===== config.mk =====
export PLATFORM = sky130hd
export DESIGN_NAME = wti_top
export DESIGN_NICKNAME = d
export VERILOG_FILES = /design/src/wti_timer.v /design/src/wti_irq.v /design/src/wti_top.v
export VERILOG_INCLUDE_DIRS = /design/src
export SDC_FILE = /design/constraint.sdc
export NUM_CORES = 1
export LEC_CHECK = 0
export BUFFER_PORTS_ARGS = -buffer_cell sky130_fd_sc_hd__buf_2
export CORE_ASPECT_RATIO = 0.5
export CORE_MARGIN = 2
export CORE_UTILIZATION = 41
export CTS_CLUSTER_DIAMETER = 200
export CTS_CLUSTER_SIZE = 30
export DETAILED_ROUTE_END_ITERATION = 7
export GPL_ROUTABILITY_DRIVEN = 0
export REMOVE_ABC_BUFFERS = 1
export SETUP_SLACK_MARGIN = 0.3
export SLEW_MARGIN = 5
export SYNTH_ARGS = -nofsm -noshare
export SYNTH_HDL_FRONTEND = slang
export SYNTH_SLANG_ARGS = --single-unit
export TNS_END_PERCENT = 5

===== constraint.sdc =====
create_clock -name clock_i -period 5.9 [get_ports clock_i]
set_clock_uncertainty 0.15 [all_clocks]
set_input_delay 0.295 -clock clock_i [delete_from_list [all_inputs] [get_ports clock_i]]
set_output_delay 0.295 -clock clock_i [all_outputs]
set_load 0.01 [all_outputs]

===== src/wti_regs.vh =====
`ifndef WTI_REGS_VH
`define WTI_REGS_VH

// ----------------------------------------------------------------------------
// Register byte offsets
// ----------------------------------------------------------------------------
`define WTI_OFS_IRQ_CTRL    8'h00
`define WTI_OFS_P32_WAVE    8'h04
`define WTI_OFS_P54_WAVE    8'h08
`define WTI_OFS_P32_RELOAD  8'h0C
`define WTI_OFS_P54_RELOAD  8'h10
`define WTI_OFS_IRQ_STAT    8'h14
`define WTI_OFS_IRQ_MASK    8'h18

// ----------------------------------------------------------------------------
// Interrupt control register fields
// ----------------------------------------------------------------------------
`define WTI_P32_FLAG_BIT    8
`define WTI_P32_CLEAR_BIT   9
`define WTI_P32_START_BIT   10
`define WTI_P32_STOP_BIT    11
`define WTI_P54_FLAG_BIT    12
`define WTI_P54_CLEAR_BIT   13
`define WTI_P54_START_BIT   14
`define WTI_P54_STOP_BIT    15

// ----------------------------------------------------------------------------
// Wave control register fields
// ----------------------------------------------------------------------------
`define WTI_MODE_LSB        0
`define WTI_MODE_W          3
`define WTI_DIV_LSB         4
`define WTI_DIV_W           3
`define WTI_MODE_RELOAD0    3'h0
`define WTI_MODE_RELOAD1    3'h1

// ----------------------------------------------------------------------------
// Status and mask fields, reset values
// ----------------------------------------------------------------------------
`define WTI_STAT_P32_BIT    0
`define WTI_STAT_P54_BIT    1
`define WTI_RELOAD_W        16
`define WTI_RST_WAVE        16'h0000
`define WTI_RST_RELOAD      16'h0000
`define WTI_RST_MASK        2'h0

`endif


===== src/wti_timer.v =====
`timescale 1ns/1ps
`default_nettype none

module wti_timer #(
  parameter CW = 16,
  parameter DW = 3
) (
  // Clock, reset, enable
  input  wire          clock_i,
  input  wire          rst_n_i,
  input  wire          ce_i,
  // One-shot commands
  input  wire          start_i,
  input  wire          stop_i,
  input  wire          clear_i,
  // Configuration
  input  wire          mode_ok_i,
  input  wire [DW-1:0] div_sel_i,
  input  wire [CW-1:0] reload_i,
  // Status
  output wire          running_o,
  output wire          flag_o,
  output wire          event_o
);

  localparam PW = (1 << DW) - 1;

  reg          running_r;
  reg          flag_r;
  reg [CW-1:0] cnt_r;
  reg [PW-1:0] pre_r;
  wire [PW-1:0] pre_lim;
  wire          tick;

  // Prescaler limit gives 2^div cycles per count step
  assign pre_lim   = ~({PW{1'b1}} << div_sel_i);
  assign tick      = running_r & mode_ok_i & (pre_r == pre_lim);
  // Stop halts the count in the same cycle, so no event with it
  assign event_o   = tick & ~stop_i & (cnt_r <= {{(CW-1){1'b0}}, 1'b1});
  assign running_o = running_r;
  assign flag_o    = flag_r;

  // Run state, down-counter and flag
  always @(posedge clock_i or negedge rst_n_i) begin
    if (!rst_n_i) begin
      running_r <= 1'b0;
      flag_r    <= 1'b0;
      cnt_r     <= {CW{1'b0}};
      pre_r     <= {PW{1'b0}};
    end else if (ce_i) begin
      if (stop_i) begin
        running_r <= 1'b0;
        flag_r    <= 1'b0;
        pre_r     <= {PW{1'b0}};
      end else begin
        if (start_i && !running_r) begin
          running_r <= 1'b1;
          cnt_r     <= reload_i;
          pre_r     <= {PW{1'b0}};
        end else if (running_r && mode_ok_i) begin
          if (tick) begin
            pre_r <= {PW{1'b0}};
            if (event_o)
              cnt_r <= reload_i;
            else
              cnt_r <= cnt_r - {{(CW-1){1'b0}}, 1'b1};
          end else begin
            pre_r <= pre_r + {{(PW-1){1'b0}}, 1'b1};
          end
        end
        // Set wins over a clear in the same cycle
        if (event_o)
          flag_r <= 1'b1;
        else if (clear_i)
          flag_r <= 1'b0;
      end
    end
  end

endmodule

`default_nettype wire


===== src/wti_irq.v =====
`timescale 1ns/1ps
`default_nettype none

module wti_irq #(
  parameter N = 2
) (
  // Clock, reset, enable
  input  wire         clock_i,
  input  wire         rst_n_i,
  input  wire         ce_i,
  // Events and software access
  input  wire [N-1:0] event_i,
  input  wire         wr_stat_i,
  input  wire         wr_mask_i,
  input  wire [N-1:0] wdata_i,
  // State
  output wire [N-1:0] status_o,
  output wire [N-1:0] mask_o,
  output wire         irq_o
);

  reg [N-1:0] status_r;
  reg [N-1:0] mask_r;
  reg [N-1:0] status_nxt;

  // Write one clears; a new event in the same cycle wins
  always @* begin
    status_nxt = status_r;
    if (wr_stat_i)
      status_nxt = status_nxt & ~wdata_i;
    status_nxt = status_nxt | event_i;
  end

  // Sticky status and mask
  always @(posedge clock_i or negedge rst_n_i) begin
    if (!rst_n_i) begin
      status_r <= {N{1'b0}};
      mask_r   <= {N{1'b0}};
    end else if (ce_i) begin
      status_r <= status_nxt;
      if (wr_mask_i)
        mask_r <= wdata_i;
    end
  end

  assign status_o = status_r;
  assign mask_o   = mask_r;
  assign irq_o    = |(status_r & mask_r);

endmodule

`default_nettype wire


===== src/wti_top.v =====
// Summary of operation
// - Writing one to bit 15 stops the pair-54 timer and clears its flag and line; zero does nothing; reads zero.
// - Writing one to bit 11 stops the pair-32 timer and clears its flag and line; zero does nothing; reads zero.
// - Bit 12 shows the pair-54 interrupt flag, read only, writes ignored.
// - Writing one to bit 13 clears the pair-54 flag and its line; zero does nothing; reads zero.
// - Writing one to bit 14 starts the pair-54 timer if stopped; the bit reads one while running.
// - Pair-32 flag, clear and start bits 8, 9 and 10 behave like the pair-54 ones.
// - The pair-32 timer counts and interrupts as a reload timer only with mode field 000 or 001.
// - The pair-54 timer counts and interrupts as a reload timer only with mode field 000 or 001.
// - A started timer loads the reload value, counts down, flags at count 1 and reloads at once.
// - The interrupt interval is the reload value shifted left by the division setting, in clock periods.
// - Stop beats clear and start when written together; clear and start written together both take effect.
// - A new reload value takes effect only at the next reload or start.
`timescale 1ns/1ps
`default_nettype none
`include "wti_regs.vh"

module wti_top #(
  parameter CW = `WTI_RELOAD_W,
  parameter DW = `WTI_DIV_W
) (
  // Clock, reset, enable
  input  wire        clock_i,
  input  wire        rst_n_i,
  input  wire        ce_i,
  // Avalon-MM slave
  input  wire [7:0]  avs_address_i,
  input  wire        avs_read_i,
  input  wire        avs_write_i,
  input  wire [31:0] avs_writedata_i,
  input  wire [3:0]  avs_byteenable_i,
  output wire [31:0] avs_readdata_o,
  output wire        avs_waitrequest_o,
  // Interrupts
  output wire        pair32_irq_o,
  output wire        pair54_irq_o,
  output wire        irq_o
);

  // --------------------------------------------------------------------------
  // Declarations
  // --------------------------------------------------------------------------
  reg          ack_r;
  reg [31:0]   rdata_r;
  reg [15:0]   p32_wave_r;
  reg [15:0]   p54_wave_r;
  reg [CW-1:0] p32_reload_r;
  reg [CW-1:0] p54_reload_r;
  reg [31:0]   rd_mux;

  wire         req;
  wire         wr_do;
  wire [31:0]  wmask;
  wire [31:0]  wbits;
  wire         wr_ctrl;
  wire         p32_run;
  wire         p54_run;
  wire         p32_flag;
  wire         p54_flag;
  wire         p32_evt;
  wire         p54_evt;
  wire [1:0]   irq_stat;
  wire [1:0]   irq_mask;
  wire [15:0]  ctrl_rd;

  // Command strobes and decoded conditions
  wire         p32_start_cmd;
  wire         p32_stop_cmd;
  wire         p32_clear_cmd;
  wire         p54_start_cmd;
  wire         p54_stop_cmd;
  wire         p54_clear_cmd;
  wire         p32_mode_ok;
  wire         p54_mode_ok;
  wire         wr_stat;
  wire         wr_mask;
  wire         rd_cap;

  // --------------------------------------------------------------------------
  // Functions
  // --------------------------------------------------------------------------

  // Expand byte enables to a bit mask
  function [31:0] be_mask;
    input [3:0] be;
    begin
      be_mask = {{8{be[3]}}, {8{be[2]}}, {8{be[1]}}, {8{be[0]}}};
    end
  endfunction

  // Mode field allows reload-timer use
  function mode_ok;
    input [15:0] wave;
    reg   [2:0]  m;
    begin
      m       = wave[`WTI_MODE_LSB +: `WTI_MODE_W];
      mode_ok = (m == `WTI_MODE_RELOAD0) || (m == `WTI_MODE_RELOAD1);
    end
  endfunction

  // Word-address match
  function hit;
    input [7:0] addr;
    input [7:0] ofs;
    begin
      hit = (addr[7:2] == ofs[7:2]);
    end
  endfunction

  // One-shot strobe from one bit of a control write
  function cmd_bit;
    input         wr;
    input [31:0]  data;
    input integer pos;
    begin
      cmd_bit = wr & data[pos];
    end
  endfunction

  // --------------------------------------------------------------------------
  // Bus handshake
  // --------------------------------------------------------------------------

  // One wait cycle per access; write acts at the edge where wait is low
  assign req               = avs_read_i | avs_write_i;
  assign avs_waitrequest_o = req & ~ack_r;
  assign wr_do             = ce_i & avs_write_i & ack_r;
  assign wmask             = be_mask(avs_byteenable_i);
  assign wbits             = avs_writedata_i & wmask;
  assign wr_ctrl           = wr_do & hit(avs_address_i, `WTI_OFS_IRQ_CTRL);
  assign avs_readdata_o    = rdata_r;

  // Acknowledge: high for the one cycle in which wait is low
  always @(posedge clock_i or negedge rst_n_i) begin
    if (!rst_n_i)
      ack_r <= 1'b0;
    else if (ce_i)
      ack_r <= req & ~ack_r;
  end

  // Read data captured in the wait cycle, standing while wait is low
  assign rd_cap = avs_read_i & ~ack_r;

  always @(posedge clock_i or negedge rst_n_i) begin
    if (!rst_n_i)
      rdata_r <= 32'h00000000;
    else if (ce_i && rd_cap)
      rdata_r <= rd_mux;
  end

  // --------------------------------------------------------------------------
  // Register file
  // --------------------------------------------------------------------------

  // Pair-32 wave control: mode field and clock division
  always @(posedge clock_i or negedge rst_n_i) begin
    if (!rst_n_i)
      p32_wave_r <= `WTI_RST_WAVE;
    else if (wr_do && hit(avs_address_i, `WTI_OFS_P32_WAVE))
      p32_wave_r <= (p32_wave_r & ~wmask[15:0]) | wbits[15:0];
  end

  // Pair-54 wave control: mode field and clock division
  always @(posedge clock_i or negedge rst_n_i) begin
    if (!rst_n_i)
      p54_wave_r <= `WTI_RST_WAVE;
    else if (wr_do && hit(avs_address_i, `WTI_OFS_P54_WAVE))
      p54_wave_r <= (p54_wave_r & ~wmask[15:0]) | wbits[15:0];
  end

  // Pair-32 reload value; a running count only sees it at its next reload
  always @(posedge clock_i or negedge rst_n_i) begin
    if (!rst_n_i)
      p32_reload_r <= `WTI_RST_RELOAD;
    else if (wr_do && hit(avs_address_i, `WTI_OFS_P32_RELOAD))
      p32_reload_r <= (p32_reload_r & ~wmask[CW-1:0]) | wbits[CW-1:0];
  end

  // Pair-54 reload value; a running count only sees it at its next reload
  always @(posedge clock_i or negedge rst_n_i) begin
    if (!rst_n_i)
      p54_reload_r <= `WTI_RST_RELOAD;
    else if (wr_do && hit(avs_address_i, `WTI_OFS_P54_RELOAD))
      p54_reload_r <= (p54_reload_r & ~wmask[CW-1:0]) | wbits[CW-1:0];
  end

  // Control readback: command bits read zero, flags and run state live
  assign ctrl_rd = {1'h0,
                    p54_run,
                    1'h0,
                    p54_flag,
                    1'h0,
                    p32_run,
                    1'h0,
                    p32_flag,
                    8'h00};

  // Read multiplexer; unmapped addresses read zero
  always @* begin
    rd_mux = 32'h00000000;
    if (hit(avs_address_i, `WTI_OFS_IRQ_CTRL))
      rd_mux[15:0] = ctrl_rd;
    else if (hit(avs_address_i, `WTI_OFS_P32_WAVE))
      rd_mux[15:0] = p32_wave_r;
    else if (hit(avs_address_i, `WTI_OFS_P54_WAVE))
      rd_mux[15:0] = p54_wave_r;
    else if (hit(avs_address_i, `WTI_OFS_P32_RELOAD))
      rd_mux[CW-1:0] = p32_reload_r;
    else if (hit(avs_address_i, `WTI_OFS_P54_RELOAD))
      rd_mux[CW-1:0] = p54_reload_r;
    else if (hit(avs_address_i, `WTI_OFS_IRQ_STAT))
      rd_mux[1:0] = irq_stat;
    else if (hit(avs_address_i, `WTI_OFS_IRQ_MASK))
      rd_mux[1:0] = irq_mask;
  end

  // --------------------------------------------------------------------------
  // Command decode
  // --------------------------------------------------------------------------

  // One-shot strobes from a control write; a zero bit does nothing
  assign p32_clear_cmd = cmd_bit(wr_ctrl, wbits, `WTI_P32_CLEAR_BIT);
  assign p32_start_cmd = cmd_bit(wr_ctrl, wbits, `WTI_P32_START_BIT);
  assign p32_stop_cmd  = cmd_bit(wr_ctrl, wbits, `WTI_P32_STOP_BIT);
  assign p54_clear_cmd = cmd_bit(wr_ctrl, wbits, `WTI_P54_CLEAR_BIT);
  assign p54_start_cmd = cmd_bit(wr_ctrl, wbits, `WTI_P54_START_BIT);
  assign p54_stop_cmd  = cmd_bit(wr_ctrl, wbits, `WTI_P54_STOP_BIT);

  // Reload-timer use only with the two permitted mode codes
  assign p32_mode_ok = mode_ok(p32_wave_r);
  assign p54_mode_ok = mode_ok(p54_wave_r);

  // Status and mask write strobes
  assign wr_stat = wr_do & hit(avs_address_i, `WTI_OFS_IRQ_STAT);
  assign wr_mask = wr_do & hit(avs_address_i, `WTI_OFS_IRQ_MASK);

  // --------------------------------------------------------------------------
  // Timers
  // --------------------------------------------------------------------------

  // Pair-32 reload timer
  wti_timer #(
    .CW (CW),
    .DW (DW)
  ) u_p32 (
    .clock_i   (clock_i),
    .rst_n_i   (rst_n_i),
    .ce_i      (ce_i),
    .start_i   (p32_start_cmd),
    .stop_i    (p32_stop_cmd),
    .clear_i   (p32_clear_cmd),
    .mode_ok_i (p32_mode_ok),
    .div_sel_i (p32_wave_r[`WTI_DIV_LSB +: DW]),
    .reload_i  (p32_reload_r),
    .running_o (p32_run),
    .flag_o    (p32_flag),
    .event_o   (p32_evt)
  );

  // Pair-54 reload timer
  wti_timer #(
    .CW (CW),
    .DW (DW)
  ) u_p54 (
    .clock_i   (clock_i),
    .rst_n_i   (rst_n_i),
    .ce_i      (ce_i),
    .start_i   (p54_start_cmd),
    .stop_i    (p54_stop_cmd),
    .clear_i   (p54_clear_cmd),
    .mode_ok_i (p54_mode_ok),
    .div_sel_i (p54_wave_r[`WTI_DIV_LSB +: DW]),
    .reload_i  (p54_reload_r),
    .running_o (p54_run),
    .flag_o    (p54_flag),
    .event_o   (p54_evt)
  );

  // Per-timer lines follow their flags
  assign pair32_irq_o = p32_flag;
  assign pair54_irq_o = p54_flag;

  // --------------------------------------------------------------------------
  // Summary interrupt
  // --------------------------------------------------------------------------

  // Sticky event status with mask
  wti_irq #(
    .N (2)
  ) u_irq (
    .clock_i   (clock_i),
    .rst_n_i   (rst_n_i),
    .ce_i      (ce_i),
    .event_i   ({p54_evt, p32_evt}),
    .wr_stat_i (wr_stat),
    .wr_mask_i (wr_mask),
    .wdata_i   (wbits[1:0]),
    .status_o  (irq_stat),
    .mask_o    (irq_mask),
    .irq_o     (irq_o)
  );

endmodule

`default_nettype wire


After elaboration in Yosys (flattened, before gate mapping) --
Cells that the tools add are included.
Word-level totals: register bits 135, input bits 49, logic and storage cells 146, output and inout port bits 36
Cells by class: $lt $le $gt $ge 2, bitwise logic cells 41, equality and inequality tests 10, $add $sub $neg 4, reductions and logical operators 36, shift operators 2, mux-type cells 35
Operators with widths (count):
- $mux 16 | 12
- $and 16x16->16 | 5
- $or 16x16->16 | 4
- $mux 7 | 8
- $le 16x1->1 const B | 2
- $sub 16x1->16 const B | 2
- $and 1x1->1 | 21
- $eq 6x3->1 const B | 3
- $not 16->16 | 1
- $add 7x1->7 const B | 2
- $eq 7x7->1 | 2
- $mux 14 | 1
- $not 7->7 | 2
- $reduce_and 2->1 | 7
- $shl 7x3->7 const A | 2
- $eq 6x2->1 const B | 2
- $reduce_bool 2->1 | 6
- $reduce_bool 3->1 | 4
- $mux 1 | 10
- $logic_and 1x1->1 | 9
- $mux 2 | 4
- $reduce_and 4->1 | 2
- $eq 3x1->1 const B | 2
- $eq 6x1->1 const B | 1
- 10 further kinds | 16

Longest topological paths before layout --
Gate-level depths: netlist (run 1).
depth in word-level cells 11, mapped depth 12, gate-level depth less buffers 9

Hierarchy --
From an unflattened synthesis (run 1), not the netlist that was laid out.
Unflattened totals: cell total of the unflattened synthesis 805, area, all modules 7943.9 um^2
By module, submodules not included:
- wti_top | times used 1, cells each 343, sequential area each 2026.9 um^2, area each 3950.0 um^2
- wti_timer at u_p54 | times used 1, cells each 232, sequential area each 625.6 um^2, area each 1983.2 um^2
- wti_timer at u_p32 | times used 1, cells each 218, sequential area each 625.6 um^2, area each 1835.5 um^2
- wti_irq | times used 1, cells each 12, sequential area each 100.1 um^2, area each 175.2 um^2

Worst setup path before layout (run 1) --
OpenSTA, ideal clock, no wires.
kind flip-flop to flip-flop, start point register ack_r, end point register u_p32.cnt_r[14], clock period less this slack 2.665 ns, setup slack 3.235 ns, path buffers 3, setup time 0.127 ns, required time 5.623 ns, cell stages (with the launch flop) 11, arrival time 2.388 ns, path through dfrtp_1 -> and4_4 -> buf_6 -> and4_1 -> buf_6 -> or4_4 -> nor4_4 -> nor2_2 -> buf_6 -> mux2i_1 -> a22oi_2
Between the ends: longest elaborated chain between the ends 10, elaborated cells on any way between the ends 15, classes of those cells mux: 4; bitwise: 7; reduce/logical: 4
Ends and longest elaborated chain:
- start, declared | line wti_top.v:43 | reg ack_r;
- start signal, assigned | line wti_top.v:138 | ack_r <= req & ~ack_r;
- $and 1x1->1 (*) | line wti_top.v:127 | assign wr_do = ce_i & avs_write_i & ack_r;
- $and 1x1->1 (*) | line wti_top.v:130 | assign wr_ctrl = wr_do & hit(avs_address_i, `WTI_OFS_IRQ_CTRL);
- $and 1x1->1 | line wti_top.v:116 | cmd_bit = wr & data[pos];
- $not 1->1 (no line)
- $and 1x1->1 (2 in a row) | line wti_timer.v:39 | assign event_o = tick & ~stop_i & (cnt_r <= {{(CW-1){1'b0}}, 1'b1});
- $mux 16 | line wti_timer.v:63 | if (event_o)
- $mux 16 | line wti_timer.v:61 | if (tick) begin
- $mux 16 | line wti_timer.v:60 | end else if (running_r && mode_ok_i) begin
- $mux 16 | line wti_timer.v:56 | if (start_i && !running_r) begin
- end signal, assigned | line wti_timer.v:58 | cnt_r <= reload_i;
- end signal, assigned | line wti_timer.v:64 | cnt_r <= reload_i;
- end signal, assigned | line wti_timer.v:66 | cnt_r <= cnt_r - {{(CW-1){1'b0}}, 1'b1};
- end, declared | line wti_timer.v:30 | reg [CW-1:0] cnt_r;
Mark *: on every way between the ends. The rest lies on a longest branch, timed or not. The select of a mux whose other input is x is not followed. A chain may end at the register's enable or synchronous reset.

Worst setup path after layout (run 1) --
start point register ack_r, end point register u_p32.cnt_r[7]
Same word-level chain as after synthesis.

==> out/results.txt, run 1 <==
CTS buffer count: 17
Worst setup SP type: register
die width: 195 µm
port bufs: 48
status: completed
CTS tree: done
met3 routed WL: 696 µm
clock input transition at the sequential cells of the worst setup and hold paths: 0.07 ns
H-tree levels: 4
register area share after synthesis: 45.3%
CTS resizes: 0
Synth async-reset ratio: 100%
pin count of the biggest net entering global routing: 73
Worst IR Drop VDD: 0.197 mV
Mapped Cells: 740
layout cell share with drive strength beyond 1: 23.6%
Die Y: 99.4 µm
worst path arrival time: 3.35 ns
Vias: 5,796
Tot GR Track Use: 20.3%
Pleak: 0.00402 µW
total negative slack: 0 ns
initial drt markers: 505
antenna violations before repair: 0
vias in the first global route: 5,587
Met2 Wirelength: 8490 µm
first-pass GRT wire length: 30,500 µm
CTS Sinks: 135
Post-DRT Antenna Nets: 0
I/O Pins: 85
most common cell after layout, fill and taps aside: dfrtp_1
Root Driver: clkbuf_16
number of max-cap violations: 0
Yosys reg bits: 135
total grt overflow: 0
slew margin rel.: 27.2%
detailed placer's ending HPWL: 13,800 µm
M1 wire length: 9730 µm
Slew Viols, Final: 0
crit path kind: reg -> reg
worst skew pair latency: 0.42 ns
n_diodes: 0
Setup Viol. Count Final: 0
Tmin final: 3.21 ns
commonest cells after routing, fill and taps aside: dfrtp_1, nand2_1, nor2_1, mux2_2, buf_2
Main synth FF type: dfrtp_1
Starting Density: 42.4%
Post-synth EDFFs: 0
Netlist Area Pre-Place: 0.00746 mm²
clock buffer depth: 2
Vias/cell: 5.65
CP endpoint kind: register
Tcrit/Tclk final: 54.4%
DR pass1 iterations: 5
CORE AREA: 0.0176 mm²
fill cell count: 1,674
hold crit path type: in -> reg
die area: 0.0194 mm²
Rows: 34
highest metal used: met4
DR WL/cell: 18.6 µm
synth unique cells: 71
Worst Tran Pin Value: 1.09 ns
Avg Inst Size Synth: 10.1 µm²
final wirelength: 19,100 µm
final core utilization: 47.6%
WP data required: 6.04 ns
Area Growth Syn to Fin: 12.2%
Power Dens Cells: 286 mW/mm²
NumNets Final: 834
DRC Markers: 0
YS warnings: 0
f_max: 311 MHz
final hold violation count: 0
critical path peak fanout: 15
setup repair after global routing missed its margin: no
-- cell families after synthesis --
| group | after synthesis | share of synthesized area, % |
|---|---|---|
| compound gates | 162 | 16.2 |
| xor+xnor | 12 | 1.41 |
| fa+ha+maj | 6 | 1.01 |
| buf+inv | 74 | 5.43 |
| flops | 135 | 45.3 |
| mux | 90 | 13.1 |
| other cells | 1 | 0.0502 |
| simple gates | 260 | 17.5 |
-- metrics by stage --
step / power [µW] / setup slack [ns] / std cells / hold WS, ns / instance area, µm²
floorplan: 1260 / 2.73 / 703 / -0.151 / 7200
global placement: 1370 / 2.39 / 993 / 0.205 / 7800
detailed placement: 1380 / 2.38 / 993 / 0.214 / 7800
CTS: 2410 / 2.71 / 1026 / 0.000175 / 8380
global route: 2490 / 2.44 / 1026 / 0.0136 / 8380
finish: 2400 / 2.69 / 1026 / 0.0137 / 8380
-- worst paths after layout --
path | from | endpoint | slack (ns) | depth (start not counted)
worst max-delay path | ack_r | u_p32.cnt_r[7] | 2.69 | 7
worst min-delay path | avs_writedata_i[6] | register | 0.01 | 3
worst max register to register | ack_r | u_p32.cnt_r[7] | 2.69 | 7
worst min register to register | avs_readdata_o[7] | avs_readdata_o[7] | 0.32 | 2
max in group asynchronous | rst_n_i | u_p32.pre_r[5] | 4.00 | 3
min in group asynchronous | rst_n_i | u_p54.cnt_r[6] | 0.31 | 2
-- report_power, final --
group | leakage, µW | switching [µW] | internal [µW]
Sequential | 0.00180 | 86.3 | 988
Combinational | 0.00195 | 172 | 121
Clock | 0.000273 | 460 | 569
Total | 0.00402 | 719 | 1680
-- worst max-delay path: stages, from the launching register on --
cell	delay, ns
dfrtp_1	0.45
and4_4	0.25
and4_1	0.33
or4_4	0.61
nor4_4	0.33
or2_1	0.65
o21ai_1	0.16
o2bb2ai_1	0.15
-- synth_stat cells, drive strengths merged, types with 2 or more instances --
cell,instances,area [µm²]
o221ai,2,17.5
or4,2,18.8
or2,4,25.0
nor3,23,115
or3,10,62.6
nand3b,4,30.0
inv,22,82.6
buf,31,244
nor4,6,67.6
nand2b,4,25.0
nand2,71,267
and3,5,31.3
o311ai,2,25.0
mux2i,26,260
xnor2,3,26.3
nor2,66,250
nand4,9,56.3
o2111ai,2,17.5
o32ai,2,17.5
a21oi,36,199
or3b,2,17.5
a2bb2oi,18,189
nor2b,8,50.1
mux2,64,721
o21ai,49,272
clkbuf,21,78.8
nor3b,3,22.5
nor4b,2,17.5
a22oi,20,185
ha,6,75.1
a221oi,12,111
a221o,3,30.0
nand3,28,140
and4,5,46.3
dfrtp,135,3380
a222oi,3,30.0
xor2,9,78.8
and2,4,25.0
-- layout make-up --
cell class              count  area (µm²)  share of cell area [%]
repair buffers             57         317                    3.78
flip-flops and latches    135        3380                    40.3
multi-input cells         546        3740                    44.6
clock inverters            14         131                    1.57
inverters                  22        82.6                   0.986
well taps                 234         293                    3.49
clock buffers              18         439                    5.24
-- what timing repair did --
action,CTS,global route
endpoints found under the hold margin,71,0
hold buffers,1,0
buffers inserted,0,0
-- metal layers --
metal,vias up,global-route usage [%]
met5,-,0
met4,0,5.46
met3,15,3.83
met2,104,31.1
met1,2926,29.7
li1,2751,-
Note: power is estimated with default switching activity, not from simulation.
==> run 2: changes to the inputs <==
clock period = 2.68 ns   (was 5.9 ns; I/O delays follow)
==> run 2 against run 1 <==
Against the previous run:
- final cell count is 8.3% higher
- worst setup slack worse by 2.7 ns
- flip-flop and latch count stayed put
- sequential power is 120% higher
- critical path depth is 2 higher
==> out/results.txt, run 2 (synthesized netlist as in run 1, its figures left out) <==
status: completed (unchanged)
Slew Viols, Final: 0 (unchanged)
clock input transition at the sequential cells of the worst setup and hold paths: 0.06 ns (was 0.07 ns)
Starting Density: 42.4% (unchanged)
antenna violations before repair: 0 (unchanged)
detailed placer's ending HPWL: 14,900 µm (was 13,800 µm)
CTS tree: done (unchanged)
CORE AREA: 0.0176 mm² (unchanged)
Cells after DPL: 1,055 (was 993)
Worst setup SP type: register (unchanged)
Worst Tran Pin Value: 0.663 ns (was 1.09 ns)
total grt overflow: 0 (unchanged)
most common cell after layout, fill and taps aside: dfrtp_1 (unchanged)
WP data required: 2.82 ns (was 6.04 ns)
FF-to-FF path depth: 9 (was 7)
final wirelength: 21,000 µm (was 19,100 µm)
WHS Path Cells: 3 (unchanged)
final std cells w/o fill: 1,111 (was 1,026)
Worst IR Drop VDD: 0.348 mV (was 0.197 mV)
area post-placement: 0.00830 mm² (was 0.00780 mm²)
commonest cells after routing, fill and taps aside: dfrtp_1, nand2_1, buf_4, nor2_1, mux2_2 (was dfrtp_1, nand2_1, nor2_1, mux2_2, buf_2)
total negative slack: 0 ns (unchanged)
critical path peak fanout: 4 (was 15)
Rows: 34 (unchanged)
DR WL/cell: 18.9 µm (was 18.6 µm)
Tcrit/Tclk final: 99.1% (was 54.4%)
Vias: 6,205 (was 5,796)
internal reg-to-reg setup slack: 0.03 ns (was 2.69 ns)
DRC Markers: 0 (unchanged)
port bufs: 48 (unchanged)
Setup Viol. Count Final: 0 (unchanged)
worst skew pair latency: 0.42 ns (about the same)
layout cell share with drive strength beyond 1: 31.9% (was 23.6%)
Root Driver: clkbuf_16 (unchanged)
f_max: 377 MHz (was 311 MHz)
NumNets Final: 921 (was 834)
Post-DRT Antenna Nets: 0 (unchanged)
number of max-cap violations: 0 (unchanged)
Worst Setup Slack, final: 0.0252 ns (was 2.69 ns)
DP Worst Slack: -0.142 ns (was 2.38 ns)
n_diodes: 0 (unchanged)
R2R Path Start: u_p32.cnt_r[1] (was ack_r)
vias in the first global route: 5,977 (was 5,587)
RR Endpoint: u_p32.cnt_r[14] (was u_p32.cnt_r[7])
clock buffer depth: 2 (unchanged)
final hold violation count: 0 (unchanged)
hold crit path type: in -> reg (unchanged)
initial drt markers: 523 (was 505)
CTS Sinks: 135 (unchanged)
Tmin final: 2.65 ns (was 3.21 ns)
first-pass GRT wire length: 33,300 µm (was 30,500 µm)
WHS Endpoint: ack_r
I/O Pins: 85 (unchanged)
Pleak: 0.00453 µW (was 0.00402 µW)
slew margin rel.: 55.4% (was 27.2%)
Die Y: 99.4 µm (unchanged)
Power Dens Cells: 605 mW/mm² (was 286 mW/mm²)
Vias/cell: 5.59 (was 5.65)
worst path arrival time: 2.80 ns (was 3.35 ns)
CTS buffer count: 17 (unchanged)
die area: 0.0194 mm² (unchanged)
H-tree levels: 4 (unchanged)
die width: 195 µm (unchanged)
hold_sp: ce_i (was avs_writedata_i[6])
pin count of the biggest net entering global routing: 66 (was 73)
setup repair after global routing missed its margin: yes (was no)
Area Growth Syn to Fin: 25.7% (was 12.2%)
CP endpoint kind: register (unchanged)
DR pass1 iterations: 5 (unchanged)
final std cell area, no fill: 0.00938 mm² (was 0.00838 mm²)
crit path kind: reg -> reg (unchanged)
Tot GR Track Use: 22.3% (was 20.3%)
run 2: changes by cell type in the layout (fill, tap and decap cells not counted), moves of 5 or more:
cell | before | now
buf_12 | 0 | 5
a2bb2oi_1 | 13 | 8
dlygate4sd3_1 | 1 | 19
inv_8 | 5 | 0
o21ai_0 | 39 | 33
buf_4 | 8 | 68
a2bb2oi_2 | 5 | 10
run 2: worst max-delay path, stage by stage, from the launching register on:
cell	delay, ns
dfrtp_1	0.40
inv_1	0.10
ha_1	0.20
or3b_2	0.50
nor3_2	0.18
nand2_1	0.19
nor3_1	0.37
nand2_1	0.11
mux2i_1	0.21
a22oi_2	0.11
run 2: how the worst max path moves through the flow:
stage                     slack [ns]           start  cells past startpoint               to
final                           0.03  u_p32.cnt_r[1]                      9  u_p32.cnt_r[14]
after CTS                       0.03        register                      8   u_p32.cnt_r[7]
after detailed placement       -0.14        register                      6   u_p32.cnt_r[0]
after global routing           -0.07  u_p32.cnt_r[1]                      9  u_p32.cnt_r[14]
after global placement         -0.07        register                      6   u_p32.cnt_r[0]
after floorplan                -0.49        register                      7   u_p32.cnt_r[7]
run 2: cell type report:
cell class	count	area [µm²]
flip-flops and latches	135	3380
inverters	22	82.6
clock buffers	20	467
multi-input cells	546	3890
repair buffers	144	1120
well taps	234	293
clock inverters	10	146
fillers	1576	8230
run 2: report_power, final:
group	total, µW	internal [µW]	switching [µW]
clock	2450	1530	911
combinational	906	422	483
sequential	2320	2180	146
run 2: metal layers:
metal  track usage [%]  vias to the layer above  routed length [µm]
met5                 0                        -                   0
met4              6.17                        0                 208
met3              4.61                       20                1050
met2              34.1                      142                9700
met1              32.1                     3129               10000
li1                  -                     2914                   -
run 2: metrics by stage:
stage / hold WS, ns / utilization, % / power [µW]
3_3_place_gp: 0.0172 / 47.1 / 3170
5_1_grt: 0.0392 / 53.3 / 5900
4_1_cts: 0.0223 / 52.1 / 5670
6_report: 0.0327 / 53.3 / 5670
3_5_place_dp: 0.0162 / 47.1 / 3190
2_1_floorplan: -0.312 / - / 2770
run 2: what timing repair did:
item,CTS,global route
gates resized for setup,6,39
gates cloned,1,1
pin swaps,2,20
setup endpoints to repair,38,47
buffers inserted,2,3
hold buffers,19,0
endpoints found under the hold margin,135,0
==> run 3: changes to the inputs <==
SETUP_SLACK_MARGIN = 0.2   (was 0.3)
==> run 3 against run 2 <==
Against the previous run:
- register-to-register slack barely moved
- worst setup slack lost 0.0094 ns
- final cell count stayed put
- utilization stayed put
- hold slack gained 0.0031 ns
- sequential share of layout area stayed put
- count of clock-buffer cells in the layout is the same
- critical path depth unchanged
- flip-flop and latch count is the same
- routed wire length about the same
- design area unchanged
- critical endpoint unchanged
==> out/results.txt, run 3 (synthesized netlist as in run 1, its figures left out) <==
layout cell share with drive strength beyond 1: 31.9% (unchanged)
Worst Path Buf+Inv: 1 (unchanged)
critical path peak fanout: 4 (unchanged)
worst path arrival time: 2.80 ns (about the same)
die width: 195 µm (unchanged)
Tot GR Track Use: 22.3% (unchanged)
CTS buffer count: 17 (unchanged)
CP max stage cell: or3b_2 (unchanged)
Worst setup SP type: register (unchanged)
n_diodes: 0 (unchanged)
CP endpoint kind: register (unchanged)
Tmin final: 2.66 ns (was 2.65 ns)
setup repair after global routing missed its margin: yes (unchanged)
Slew Viols, Final: 0 (unchanged)
Worst Tran Pin Value: 0.678 ns (was 0.663 ns)
RR Endpoint: u_p32.cnt_r[14] (unchanged)
Area Growth Syn to Fin: 25.7% (unchanged)
internal reg-to-reg setup slack: 0.02 ns (was 0.03 ns)
vias in the first global route: 5,969 (was 5,977)
DR WL/cell: 18.9 µm (about the same)
CORE AREA: 0.0176 mm² (unchanged)
most frequent cell on the critical path: nand2_1 (unchanged)
commonest cells after routing, fill and taps aside: dfrtp_1, nand2_1, buf_4, nor2_1, mux2_2 (unchanged)
I/O Pins: 85 (unchanged)
area post-placement: 0.00830 mm² (unchanged)
die area: 0.0194 mm² (unchanged)
Post-DRT Antenna Nets: 0 (unchanged)
Hold Slack: 0.0358 ns (was 0.0327 ns)
CP endpoint: u_p32.cnt_r[14] (unchanged)
DP Worst Slack: -0.142 ns (unchanged)
antenna violations before repair: 0 (unchanged)
NumNets Final: 921 (unchanged)
status: completed (unchanged)
CTS tree: done (unchanged)
Crit path depth: 9 (unchanged)
crit-path cells: inv_1 > ha_1 > or3b_2 > nor3_2 > nand2_1 > nor3_1 > nand2_1 > mux2i_1 > a22oi_2 (unchanged)
pin count of the biggest net entering global routing: 66 (unchanged)
most common cell after layout, fill and taps aside: dfrtp_1 (unchanged)
port bufs: 48 (unchanged)
Vias: 6,221 (was 6,205)
final wirelength: 21,000 µm (about the same)
final hold violation count: 0 (unchanged)
Power Dens Cells: 603 mW/mm² (was 605 mW/mm²)
Root Driver: clkbuf_16 (unchanged)
DR pass1 iterations: 5 (unchanged)
Pleak: 0.00453 µW (about the same)
clock buffer depth: 2 (unchanged)
detailed placer's ending HPWL: 14,900 µm (unchanged)
Tcrit/Tclk final: 99.4% (was 99.1%)
Vias/cell: 5.60 (was 5.59)
switching power: 1520 µW (was 1540 µW)
first-pass GRT wire length: 33,300 µm (about the same)
slew margin rel.: 54.3% (was 55.4%)
cell family with most CP delay: simple AND/OR/NAND/NOR gates (unchanged)
combinational group share of total power: 16.0% (about the same)
crit path from: u_p32.cnt_r[1] (unchanged)
Die Y: 99.4 µm (unchanged)
R2R Path Start: u_p32.cnt_r[1] (unchanged)
DRC Markers: 0 (unchanged)
hold crit path type: in -> reg (unchanged)
Worst Setup Slack, final: 0.0158 ns (was 0.0252 ns)
clock share of power: 43.0% (was 43.1%)
worst skew pair latency: 0.42 ns (about the same)
f_max: 375 MHz (was 377 MHz)
crit path kind: reg -> reg (unchanged)
FF-to-FF path depth: 9 (unchanged)
CTS Sinks: 135 (unchanged)
max incr delay on CP: 0.50 ns (about the same)
total grt overflow: 0 (unchanged)
total negative slack: 0 ns (unchanged)
number of max-cap violations: 0 (unchanged)
WP data required: 2.82 ns (about the same)
Worst IR Drop VDD: 0.345 mV (was 0.348 mV)
initial drt markers: 561 (was 523)
clock input transition at the sequential cells of the worst setup and hold paths: 0.06 ns (about the same)
Setup Viol. Count Final: 0 (unchanged)
Pint: 4130 µW (about the same)
final std cell area, no fill: 0.00938 mm² (unchanged)
switching fraction of total power: 26.9% (was 27.1%)
H-tree levels: 4 (unchanged)
Starting Density: 42.4% (unchanged)
Sequential Power Share: 41.0% (was 40.9%)
Rows: 34 (unchanged)
## run 3: final cells by class
cell class	count	area, µm²
clock buffers	20	467
clock inverters	10	146
fillers	1576	8230
inverters	22	82.6
multi-input cells	546	3890
flip-flops and latches	135	3380
well taps	234	293
repair buffers	144	1120
## run 3: how the worst min path moves through the flow
stage	startpoint	to	slack [ns]	cells after the start
3_3_place_gp	rst_n_i	u_p54.cnt_r[3]	0.02	1
2_1_floorplan	rst_n_i	async pin	-0.31	0
4_1_cts	ce_i	ack_r	0.02	3
6_report	ce_i	ack_r	0.04	3
3_5_place_dp	rst_n_i	u_p54.cnt_r[4]	0.02	1
5_1_grt	ce_i	ack_r	0.04	3
## run 3: timing repair
| action | 4_1_cts | 5_1_grt |
|---|---|---|
| buffers inserted | 2 | 3 |
| endpoints found under the hold margin | 135 | 0 |
| setup endpoints to repair | 38 | 45 |
| gates resized for setup | 6 | 36 |
| hold buffers | 19 | 0 |
| cloned | 1 | 1 |
| pin swaps | 2 | 18 |
## run 3: through the flow
| step | instances | util, % | power, µW |
|---|---|---|---|
| floorplan | 703 | - | 2770 |
| global placement | 1055 | 47.1 | 3170 |
| detailed placement | 1055 | 47.1 | 3190 |
| CTS | 1107 | 52.1 | 5670 |
| global route | 1111 | 53.3 | 5900 |
| finish | 1111 | 53.3 | 5660 |
## run 3: layer usage
metal  global-route usage [%]  part of all wire (%)  routed length, µm  vias up
li1                         -                     -                  -     2919
met1                     32.2                    47               9940     3137
met2                     34.0                    46               9720      147
met3                     4.61                   5.2               1090       18
met4                     6.17                  0.97                204        0
met5                        0                     0                  0        -
## run 3: power by group through the flow
stage | Sequential [µW] | Clock (µW) | Combinational, µW
after floorplan | 2340 | 0 | 430
after global placement | 2350 | 0 | 822
after detailed placement | 2350 | 0 | 840
after CTS | 2320 | 2470 | 884
after global routing | 2340 | 2560 | 1000
final | 2320 | 2430 | 905
## run 3: worst min-delay path: stages
cell and delay (ns):
buf_2 0.09, buf_4 0.18, mux2_2 0.16
